$ cat src/logic/ppr_pkg.sv
// Notes on behaviour
// - Only the remappable pin set carries remapped peripheral signals.
// - Inputs and outputs are routed independently, each to any remappable pin.
// - Up to 26 remappable pins; variant count set by a parameter.
// - Software remaps at run time; the lock blocks accidental changes.
// - Routable: UART, SPI, timer clocks, capture, compare, interrupts, comparators.
// - I2C, change notify, calendar alarm and analog peripherals stay fixed.
// - A routable peripheral reaches no pin until one is assigned.
// - Fixed peripherals always use their own pin when active.
// - A remapped output beats port output and parallel master port.
// - Specialized fixed outputs beat a remapped output on the same pin.
// - A remapped input never drives the pin's output buffer.
// - Input pin buffer follows direction bit or a fixed peripheral only.
// - In digital mode the remapped input sees the sampled pin level.
// - An analog function on a pin disables remapped inputs from it.
// - Each routable input has a 5-bit selector naming its source pin.
// - Each pin has a 5-bit output function selector; zero is unconnected.
// - Reset puts the null function on every pin output selector.
// - While locked, route writes are ignored; lock changes need 46h then 57h.
package ppr_pkg;
  localparam int NUM_PINS = 26;
  localparam int NUM_INPUTS = 23;
  localparam int NUM_FUNCS = 32;
  localparam int SEL_W = 5;
  localparam logic [4:0] FUNC_NULL = 5'h00;
  localparam logic [4:0] SEL_RESET = 5'h1F;
  localparam logic [7:0] UNLOCK_KEY1 = 8'h46;
  localparam logic [7:0] UNLOCK_KEY2 = 8'h57;
  localparam logic LOCK_RESET = 1'b0;

  typedef enum {KEY_IDLE, KEY_GOT1, KEY_OPEN} ppr_key_t;

  // Route write request: kind chooses input or output table.
  typedef struct packed {
    logic valid;
    logic isOutput;
    logic [4:0] index;
    logic [4:0] value;
  } ppr_route_wr_t;

  // Lock-control write: byte to the oscillator control low byte.
  typedef struct packed {
    logic valid;
    logic [7:0] data;
  } ppr_key_wr_t;
endpackage

$ cat src/logic/ppr_crossbar.sv
`timescale 1ns/1ps
module ppr_crossbar
#(
  parameter int PIN_COUNT = ppr_pkg::NUM_PINS
)
(
  input wire logic clk,
  input wire logic srst,
  input wire ppr_pkg::ppr_route_wr_t routeWr,
  input wire ppr_pkg::ppr_key_wr_t keyWr,
  input wire logic lockWrite,
  input wire logic lockValue,
  input wire logic [ppr_pkg::NUM_PINS-1:0] pinIn,
  input wire logic [ppr_pkg::NUM_PINS-1:0] pinAnalogEn,
  input wire logic [ppr_pkg::NUM_PINS-1:0] pinDirInput,
  input wire logic [ppr_pkg::NUM_PINS-1:0] portOut,
  input wire logic [ppr_pkg::NUM_PINS-1:0] pmpOutEn,
  input wire logic [ppr_pkg::NUM_PINS-1:0] pmpOut,
  input wire logic [ppr_pkg::NUM_PINS-1:0] specialOutEn,
  input wire logic [ppr_pkg::NUM_PINS-1:0] specialOut,
  input wire logic [ppr_pkg::NUM_FUNCS-1:0] periphOut,
  input wire logic [ppr_pkg::NUM_INPUTS-1:0] periphInIdle,
  output logic [ppr_pkg::NUM_PINS-1:0] pinOut_ff,
  output logic [ppr_pkg::NUM_PINS-1:0] pinOe_ff,
  output logic [ppr_pkg::NUM_INPUTS-1:0] periphIn_ff,
  output logic lock_ff
);
  // ----------------------------------------------------------------
  // Route tables
  // ----------------------------------------------------------------
  logic [4:0] inSel_ff [ppr_pkg::NUM_INPUTS];
  logic [4:0] outSel_ff [ppr_pkg::NUM_PINS];
  wire logic wrOk = routeWr.valid && !lock_ff;
  wire logic wrIn = wrOk && !routeWr.isOutput && routeWr.index < 5'(ppr_pkg::NUM_INPUTS);
  wire logic wrOut = wrOk && routeWr.isOutput && routeWr.index < 5'(PIN_COUNT);

  ppr_lock_ctl lockCtl
  (
    .clk(clk),
    .srst(srst),
    .keyWr(keyWr),
    .lockWrite(lockWrite),
    .lockValue(lockValue),
    .lock_ff(lock_ff)
  );

  // Selectors store any code; legality is judged where they are used.
  always_ff @(posedge clk)
  begin
    for (int i = 0; i < ppr_pkg::NUM_INPUTS; i++)
    begin
      if (srst)
        inSel_ff[i] <= ppr_pkg::SEL_RESET;
      else if (wrIn && routeWr.index == 5'(i))
        inSel_ff[i] <= routeWr.value;
    end
  end

  always_ff @(posedge clk)
  begin
    for (int p = 0; p < ppr_pkg::NUM_PINS; p++)
    begin
      if (srst)
        outSel_ff[p] <= ppr_pkg::FUNC_NULL;
      else if (wrOut && routeWr.index == 5'(p))
        outSel_ff[p] <= routeWr.value;
    end
  end

  // ----------------------------------------------------------------
  // Selection
  // ----------------------------------------------------------------
  // A pin is usable by the crossbar only inside the variant's count.
  function automatic logic pinExists(input logic [4:0] sel);
    pinExists = sel < 5'(PIN_COUNT);
  endfunction

  logic [ppr_pkg::NUM_PINS-1:0] remapOutEn;
  logic [ppr_pkg::NUM_PINS-1:0] remapOut;
  logic [ppr_pkg::NUM_PINS-1:0] nxt_pinOut;
  logic [ppr_pkg::NUM_PINS-1:0] nxt_pinOe;
  logic [ppr_pkg::NUM_INPUTS-1:0] nxt_periphIn;

  always_comb
  begin
    for (int p = 0; p < ppr_pkg::NUM_PINS; p++)
    begin
      remapOutEn[p] = pinExists(5'(p)) && outSel_ff[p] != ppr_pkg::FUNC_NULL;
      remapOut[p] = periphOut[outSel_ff[p]] && remapOutEn[p];
      if (specialOutEn[p])
      begin
        nxt_pinOut[p] = specialOut[p];
        nxt_pinOe[p] = 1'b1;
      end
      else if (remapOutEn[p])
      begin
        nxt_pinOut[p] = remapOut[p];
        nxt_pinOe[p] = 1'b1;
      end
      else if (pmpOutEn[p])
      begin
        nxt_pinOut[p] = pmpOut[p];
        nxt_pinOe[p] = 1'b1;
      end
      else
      begin
        // Remapped inputs play no part here.
        nxt_pinOut[p] = portOut[p];
        nxt_pinOe[p] = !pinDirInput[p];
      end
    end
    for (int i = 0; i < ppr_pkg::NUM_INPUTS; i++)
    begin
      if (pinExists(inSel_ff[i]) && !pinAnalogEn[inSel_ff[i]])
        nxt_periphIn[i] = pinIn[inSel_ff[i]];
      else
        nxt_periphIn[i] = periphInIdle[i];
    end
  end

  // The output stage adds one cycle of latency so every output is a flop.
  always_ff @(posedge clk)
  begin
    if (srst)
    begin
      pinOut_ff <= '0;
      pinOe_ff <= '0;
      periphIn_ff <= '0;
    end
    else
    begin
      pinOut_ff <= nxt_pinOut;
      pinOe_ff <= nxt_pinOe;
      periphIn_ff <= nxt_periphIn;
    end
  end
endmodule

$ cat src/logic/ppr_lock_ctl.sv
`timescale 1ns/1ps
module ppr_lock_ctl
(
  input wire logic clk,
  input wire logic srst,
  input wire ppr_pkg::ppr_key_wr_t keyWr,
  input wire logic lockWrite,
  input wire logic lockValue,
  output logic lock_ff
);
  ppr_pkg::ppr_key_t key_ff;
  ppr_pkg::ppr_key_t nxt_key;
  logic nxt_lock;

  // Any other byte written to the low control byte breaks the sequence.
  always_comb
  begin
    nxt_key = key_ff;
    nxt_lock = lock_ff;
    case (key_ff)
      ppr_pkg::KEY_IDLE:
        if (keyWr.valid && keyWr.data == ppr_pkg::UNLOCK_KEY1)
          nxt_key = ppr_pkg::KEY_GOT1;
      ppr_pkg::KEY_GOT1:
        if (keyWr.valid)
          nxt_key = (keyWr.data == ppr_pkg::UNLOCK_KEY2) ? ppr_pkg::KEY_OPEN : ppr_pkg::KEY_IDLE;
      ppr_pkg::KEY_OPEN:
        if (lockWrite)
        begin
          nxt_lock = lockValue;
          nxt_key = ppr_pkg::KEY_IDLE;
        end
        else if (keyWr.valid)
          nxt_key = (keyWr.data == ppr_pkg::UNLOCK_KEY1) ? ppr_pkg::KEY_GOT1 : ppr_pkg::KEY_IDLE;
      default:
        nxt_key = ppr_pkg::KEY_IDLE;
    endcase
  end

  always_ff @(posedge clk)
  begin
    if (srst)
    begin
      key_ff <= ppr_pkg::KEY_IDLE;
      lock_ff <= ppr_pkg::LOCK_RESET;
    end
    else
    begin
      key_ff <= nxt_key;
      lock_ff <= nxt_lock;
    end
  end
endmodule

$ cat config.mk
export PLATFORM = sky130hd
export DESIGN_NAME = ppr_crossbar
export DESIGN_NICKNAME = d
export VERILOG_FILES = /design/src/logic/ppr_pkg.sv /design/src/logic/ppr_crossbar.sv /design/src/logic/ppr_lock_ctl.sv
export SDC_FILE = /design/constraint.sdc
export NUM_CORES = 1
export LEC_CHECK = 0
export ABC_CLOCK_PERIOD_IN_PS = 2700
export BUFFER_PORTS_ARGS = -buffer_cell sky130_fd_sc_hd__buf_2
export CORE_ASPECT_RATIO = 0.75
export CORE_MARGIN = 10
export CORE_UTILIZATION = 25
export DETAILED_ROUTE_END_ITERATION = 6
export PLACE_DENSITY = 0.43
export SYNTH_ARGS = -nofsm -noshare
export SYNTH_HDL_FRONTEND = slang
export SYNTH_SLANG_ARGS = --single-unit
$ cat constraint.sdc
create_clock -name clk -period 2.7 [get_ports clk]
set_input_delay 0 -clock clk [delete_from_list [all_inputs] [get_ports clk]]
set_output_delay 0 -clock clk [all_outputs]
set_load 0.005 [all_outputs]
==> implementation parameters, run 1 <==
Parameter                              Value

Outcome
  Run status    finished, final reports clean

Setup path
  Largest fanout of any net on the critical path    11
  R2r setup slk    approximately 0.095 ns
  Worst-case reg-to-reg path depth    7
  Critical path capture point type    flop
  Endpoint arrival time on the critical path    ~3.1 ns
  Startpoint-to-endpoint class of the critical path    flop to flop
  Setup crit start kind    flop
  Destination of the worst register-to-register timing path    periphIn_ff[11]
  R2r startpoint    inSel_ff[1][16]
  Required time of the critical path    ~3.2 ns

Global route
  Via count of the first global-routing pass    ~27,000
  First-pass GRT wire length    ~200 mm
  Grt total ovfl    0
  Overall global routing resource usage    a little over 20%
  Largest net degree at the start of global routing    76
  Initial antenna violation count    10

Detailed routing
  Post-route antenna net violation count    0
  Routed length per instance    ~31 um
  Avg Vias per Cell    between 5 and 6
  Total DRC errors in the routed layout    0
  DRC violation total after the first TritonRoute iteration    3,204
  Total iterations of the first detailed-routing run    7
  Total via count after detailed routing    roughly 27,000
  Drt total wl    145.7 mm

Cells and area
  Area growth from synthesis to layout    22.52%
  Utilization after layout    approximately 31%
  Net count reported at finish    3,247
  Filler cell count in the final layout    around 13,000
  Most common cell after layout, fill and taps aside    sky130_fd_sc_hd__mux4_2
  Most frequent cells in the layout    sky130_fd_sc_hd__mux4_2, sky130_fd_sc_hd__buf_2, sky130_fd_sc_hd__edfxtp_1, sky130_fd_sc_hd__mux2i_1, sky130_fd_sc_hd__nor2_1
  Post-Layout Cell Count    roughly 4,600
  Proportion of layout cells with a drive suffix above 1    38.05%

Synthesis
  Post-synth net total    around 2,900
  Share of the synthesized area in the top cell type    approximately a third
  Dominant synthesized flop cell    sky130_fd_sc_hd__edfxtp_1
  Average cell area after synthesis    11.94 sq um
  Combined area of all synthesized cells    ~31,000 sq um
  Count of state elements after synthesis    around 320
  Share of synthesized area occupied by flip-flops and latches    between 20 and 30%
  Synth Instances    about 2,600
  Distinct cells, synth    slightly below 70
  Largest area contributor in the synthesized netlist    sky130_fd_sc_hd__mux4_2
  Number of synthesized flops with an enable pin    245
  Warning count from the yosys run    0
  Main area contributors after synthesis    sky130_fd_sc_hd__mux4_2, sky130_fd_sc_hd__edfxtp_1, sky130_fd_sc_hd__mux2i_1
  Fraction of synthesis flops using an asynchronous set or reset pin    0%

Die
  Ports placed on the boundary    364
  Vertical extent of the die    323.7 um
  Die extent in x    about 420 um
  Area of the core    about 120,000 sq um
  Die area    137,600 sq um
  Starting utilization of the core area    between 20% and 30%
  Num rows    about 110

CTS
  Max H-tree Level    2
  Cell at the root of the clock tree    sky130_fd_sc_hd__clkbuf_16
  Maximum root-to-sink buffer count    3
  Clock buffer count from CTS    45
  Clock latency of the later-clocked register in the worst-skew pair    around 0.6 ns
  Clock tree from TritonCTS    yes
  Post-cts repair resize count    0
  Clock sinks    approximately 320
  Clock Pin Slew Worst Setup and Hold Paths    ~0.06 ns

Timing
  Final worst path period share    just under 100%
  Total negative slack for setup checks    0 ns
  Final Worst Setup Slack    about 0.095 ns
  FMAX    roughly 380 MHz
  Normalized max-slew margin    29.12%
  Hold Violations, Final    0
  Worst Skew    slightly above 0.03 ns
  Final count of negative-setup-slack endpoints    0
  Min Clock Period, post-route    between 2 and 3 ns
  Worst slew pin tran    roughly 1.1 ns
  Number of pins with negative max-slew slack in the final report    0
  RSZ-0062 raised after global routing    no

Place
  HPWL after detailed placement    roughly 90 mm
  GPL Wtd Cong    0.8257
  Post-place setup slack    0.3280 ns
  Count of port buffers added during placement    around 360
  Total instance count after detailed placement    between 4,000 and 5,000

Job
  Count of maximum capacitance violations    0

Power
  Worst VDD drop    between 0.4 and 0.5 mV
  Leakage power summed over all cells    approximately 0.013 uW
  Power density over cell area    450.4 nW/um^2
  Total power of the final layout    around 17,000 uW

Worst hold path
  HP Start    pmpOut[23]
  Hold depth    5
  End point of the worst hold path    pinOut_ff[23]
  Hold WC Path Type    primary input to flop
how the worst max path moves through the flow:
| stage | start | to | slack (ns) | cells after the start |
|---|---|---|---|---|
| after floorplan | inSel_ff[2][20] | periphIn_ff[20] | 0.64 | 6 |
| after detailed placement | outSel_ff[1][10] | pinOut_ff[18] | 0.33 | 6 |
| final | inSel_ff[1][16] | periphIn_ff[11] | 0.1 | 7 |
| after global placement | outSel_ff[1][10] | pinOut_ff[18] | 0.34 | 6 |
| after CTS | inSel_ff[1][15] | periphIn_ff[11] | 0.02 | 7 |
| after global routing | inSel_ff[1][16] | periphIn_ff[11] | 0.006 | 7 |
worst max-delay path: stages, from the launching register on:
cell	delay, ns
sky130_fd_sc_hd__edfxtp_1	0.65
sky130_fd_sc_hd__nor2b_1	0.35
sky130_fd_sc_hd__a21boi_0	0.16
sky130_fd_sc_hd__a2bb2oi_1	0.15
sky130_fd_sc_hd__o211ai_1	0.32
sky130_fd_sc_hd__mux2i_1	0.22
sky130_fd_sc_hd__nor2_1	0.05
sky130_fd_sc_hd__dlygate4sd3_1	0.58
power breakdown:
part / leakage, uW / switching (uW) / internal (uW) / total [uW]
registers: 0.00305 / 547 / 5650 / 6190
logic: 0.00944 / 2230 / 2330 / 4560
clock network: 0.000707 / 2620 / 3600 / 6210
synthesized netlist by cell type (all sizes together) (57+ instances only):
cell and number:
edfxtp 245, mux2i 209, clkbuf 291, mux4 477, dfxtp 78, o21ai 84, or3 109, nor2b 57
buf 92, mux2 76, nor2 206, nand2 109, and2 60
cells by family (layout without fill, tap and decap cells):
group           count (synthesis)  count (layout)  synth area share (%)
other cells                     0              10                     0
compound gates                396             396                 8.853
mux                           762             762                 44.74
flops                         323             323                 29.00
simple gates                  693             693                 11.66
buf+inv                       402             822                 5.745
cell type report:
type | count | area, sq um | share of cell area, %
multi-input combinational | 1851 | 20070 | 53.26
sequential | 323 | 8919 | 23.67
timing repair buffer | 719 | 5066 | 13.45
tap | 1638 | 2049 | 5.439
clock buffer | 58 | 1185 | 3.145
clock inverter | 26 | 295.3 | 0.7837
inverter | 19 | 71.32 | 0.1893
antenna | 10 | 25.02 | 0.06641
layer usage:
metal | routed length [um] | vias up | GRT usage (%)
met2 | 64750 | 1745 | 30.62
li1 | - | 11180 | -
met4 | 4649 | 2 | 6.474
met1 | 60100 | 13930 | 27.30
met5 | 44 | - | 0.1417
met3 | 16150 | 282 | 6.258
metrics by stage:
step / cell area (sq um) / hold slack, ns
6_report: 37680 / 0.008139
5_1_grt: 37660 / 0.01548
4_1_cts: 37630 / 0.0009160
3_5_place_dp: 34170 / 0.1949
3_3_place_gp: 34170 / 0.1910
2_1_floorplan: 30750 / 0.1080
what timing repair did:
action / CTS / global route
endpoints found under the hold margin: 78 / 0
hold buffers: 198 / 0
buffers inserted: 0 / 3
setup endpoints to repair: 0 / 1
sequential cells by signal, indices dropped and copies added, names as in the netlist:
| name | flops |
|---|---|
| inSel_ff | 115 |
| outSel_ff | 130 |
| pinOut_ff | 26 |
| pinOe_ff | 26 |
| lockCtl.lock_ff | 1 |
| periphIn_ff | 23 |
| lockCtl.key_ff | 2 |
(Power assumes the default switching activity.)
==> run 2, diff against run 1 <==
--- a/config.mk
+++ b/config.mk
@@ -7,10 +7,12 @@
 export LEC_CHECK = 0
 export ABC_CLOCK_PERIOD_IN_PS = 2700
 export BUFFER_PORTS_ARGS = -buffer_cell sky130_fd_sc_hd__buf_2
+export CAP_MARGIN = 10
 export CORE_ASPECT_RATIO = 0.75
 export CORE_MARGIN = 10
 export CORE_UTILIZATION = 25
 export DETAILED_ROUTE_END_ITERATION = 6
+export HOLD_SLACK_MARGIN = 0.03
 export PLACE_DENSITY = 0.43
 export SYNTH_ARGS = -nofsm -noshare
 export SYNTH_HDL_FRONTEND = slang
==> run 2 against run 1 <==
Effect of this change:
- global-route usage hardly changed
- sequential share of layout area hardly changed
- register-to-register slack hardly changed
- flip-flop and latch count stayed put
- non-clock buffer count is 3 higher
- clock power hardly changed
- critical path type unchanged
- largest power group unchanged
- highest routed layer unchanged
==> implementation parameters, run 2 (synthesis gave the netlist of run 1 again) <==
Parameter                              Value

Outcome
  Run status    finished, final reports clean

Timing
  Number of pins with negative max-slew slack in the final report    0 (unchanged)
  Hold Violations, Final    0 (unchanged)
  Worst slew pin tran    1.078 ns (+0.01481 ns)
  Normalized max-slew margin    28.14% (-0.99 points)
  RSZ-0062 raised after global routing    no
  Min Clock Period, post-route    2.599 ns (-0.005940 ns)
  Final count of negative-setup-slack endpoints    0 (unchanged)
  Total negative slack for setup checks    0 ns (unchanged)
  Final worst path period share    96.26% (-0.22 points)
  Worst Skew    0.02942 ns (-0.001652 ns)
  Final Worst Setup Slack    0.1011 ns (+0.005940 ns)
  FMAX    384.8 MHz (+0.23%)

Die
  Ports placed on the boundary    364 (unchanged)
  Vertical extent of the die    323.7 um (unchanged)
  Starting utilization of the core area    25.16% (unchanged)
  Die area    137,600 sq um (unchanged)
  Num rows    111 (unchanged)
  Die extent in x    425.0 um (unchanged)
  Area of the core    122,200 sq um (unchanged)

Place
  Count of port buffers added during placement    363 (unchanged)
  Area after detailed placement    34,170 sq um (unchanged)
  GPL Wtd Cong    0.8257 (unchanged)
  HPWL after detailed placement    89.76 mm (unchanged)
  Post-place setup slack    0.3280 ns (unchanged)
  Total instance count after detailed placement    4,349 (unchanged)

Cells and area
  Post-Layout Cell Count    4,651 (+0.15%)
  Number of flip-flops under the largest register name    130 (unchanged)
  Proportion of layout cells with a drive suffix above 1    38.01% (-0.038 points)
  Most frequent cells in the layout    sky130_fd_sc_hd__mux4_2, sky130_fd_sc_hd__buf_2, sky130_fd_sc_hd__edfxtp_1, sky130_fd_sc_hd__mux2i_1, sky130_fd_sc_hd__nor2_1
  Utilization after layout    30.86% (+0.033 points)
  Most common cell after layout, fill and taps aside    sky130_fd_sc_hd__mux4_2
  Largest Register    outSel_ff
  Combined flip-flop and latch cell area    8919 sq um (unchanged)
  Final Instance Area    37,720 sq um (+0.11%)
  Combined area of the multi-input logic cells    20,070 sq um (unchanged)
  Largest registers ranked by flip-flop count    outSel_ff x130, inSel_ff x115
  Area growth from synthesis to layout    22.65%
  Net count reported at finish    3,250 (+0.092%)
  Filler cell count in the final layout    12,510 (-0.016%)

Global route
  Largest net degree at the start of global routing    76 (unchanged)
  Via count of the first global-routing pass    27,080 (+0.063%)
  First-pass GRT wire length    203.9 mm (about the same)
  Overall global routing resource usage    20.20% (about the same)
  Initial antenna violation count    10 (unchanged)
  Grt total ovfl    0 (unchanged)

Job
  Count of maximum capacitance violations    0 (unchanged)

CTS
  Clock latency of the later-clocked register in the worst-skew pair    0.61 ns (about the same)
  Clock Pin Slew Worst Setup and Hold Paths    0.06 ns (about the same)
  Maximum root-to-sink buffer count    3 (unchanged)
  Clock buffer count from CTS    45 (unchanged)
  Max H-tree Level    2 (unchanged)
  Clock tree from TritonCTS    yes
  Clock sinks    323 (unchanged)
  Cell at the root of the clock tree    sky130_fd_sc_hd__clkbuf_16
  Post-cts repair resize count    0 (unchanged)

Detailed routing
  Post-route antenna net violation count    0 (unchanged)
  DRC violation total after the first TritonRoute iteration    3,170 (-1.1%)
  Drt total wl    145.9 mm (+0.11%)
  Avg Vias per Cell    5.857 (+0.23%)
  Total iterations of the first detailed-routing run    6 (-1)
  Total via count after detailed routing    27,240 (+0.38%)
  Routed length per instance    31.36 um (about the same)
  Total DRC errors in the routed layout    0 (unchanged)

Setup path
  Largest fanout of any net on the critical path    4 (-7)
  Critical path capture point type    flop
  Setup crit start kind    flop
  Endpoint arrival time on the critical path    3.07 ns (about the same)
  Required time of the critical path    3.17 ns (about the same)
  Startpoint-to-endpoint class of the critical path    flop to flop

Worst hold path
  Hold WC Path Type    primary input to flop

Power
  Worst VDD drop    0.4461 mV (-0.40%)
  Power density over cell area    450.0 nW/um^2 (about the same)
  Leakage power summed over all cells    0.01321 uW (about the same)
[run 2: worst max-delay path, cell delays in order (launching register included)]
cell and delay, ns:
sky130_fd_sc_hd__edfxtp_1 0.42, sky130_fd_sc_hd__buf_4 0.17, sky130_fd_sc_hd__mux4_2 0.48, sky130_fd_sc_hd__mux2_2 0.28, sky130_fd_sc_hd__o211ai_1 0.16, sky130_fd_sc_hd__o211ai_1 0.18
sky130_fd_sc_hd__mux2i_1 0.16, sky130_fd_sc_hd__nor2_1 0.05, sky130_fd_sc_hd__dlygate4sd3_1 0.58
[run 2: stage by stage]
stage	power, uW	hold WS [ns]
floorplan	8879	0.1080
global placement	10520	0.1910
detailed placement	10520	0.1949
CTS	17050	0.03023
global route	17600	0.06731
finish	16970	0.06302
[run 2: final timing paths]
check,startpoint,endpoint,slack [ns],cells after the start
worst max-delay path,inSel_ff[1][15],periphIn_ff[11],0.10,8
worst min-delay path,pmpOut[13],pinOut_ff[13],0.06,5
worst max register to register,inSel_ff[1][15],periphIn_ff[11],0.10,8
worst min register to register,outSel_ff[1][24],pinOut_ff[20],0.55,2
[run 2: report_power, final]
part | leakage (uW) | switching, uW | total (uW) | internal [uW]
Clock | 0.000707 | 2610 | 6210 | 3600
Combinational | 0.00946 | 2230 | 4570 | 2330
Sequential | 0.00305 | 548 | 6200 | 5650
Total | 0.0132 | 5390 | 17000 | 11600
[run 2: cell type report]
cell class	count	share of cell area (%)
antenna	14	0.09288
inverter	19	0.1891
sequential	323	23.64
clock buffer	58	3.141
clock inverter	26	0.7829
timing repair buffer	722	13.51
multi-input combinational	1851	53.20
tap	1638	5.434
[run 2: what timing repair did]
action	in CTS	in global routing
endpoints found under the hold margin	78	0
endpoints found under the setup margin	0	1
buffers inserted	0	3
hold buffers	201	0
[run 2: routing by layer]
metal | share of wire [%] | up-vias | GRT usage, %
met3 | 11 | 291 | 6.258
met5 | 0.15 | - | 0.1417
li1 | - | 11190 | -
met1 | 41 | 13980 | 27.31
met2 | 45 | 1774 | 30.62
met4 | 3.2 | 2 | 6.474
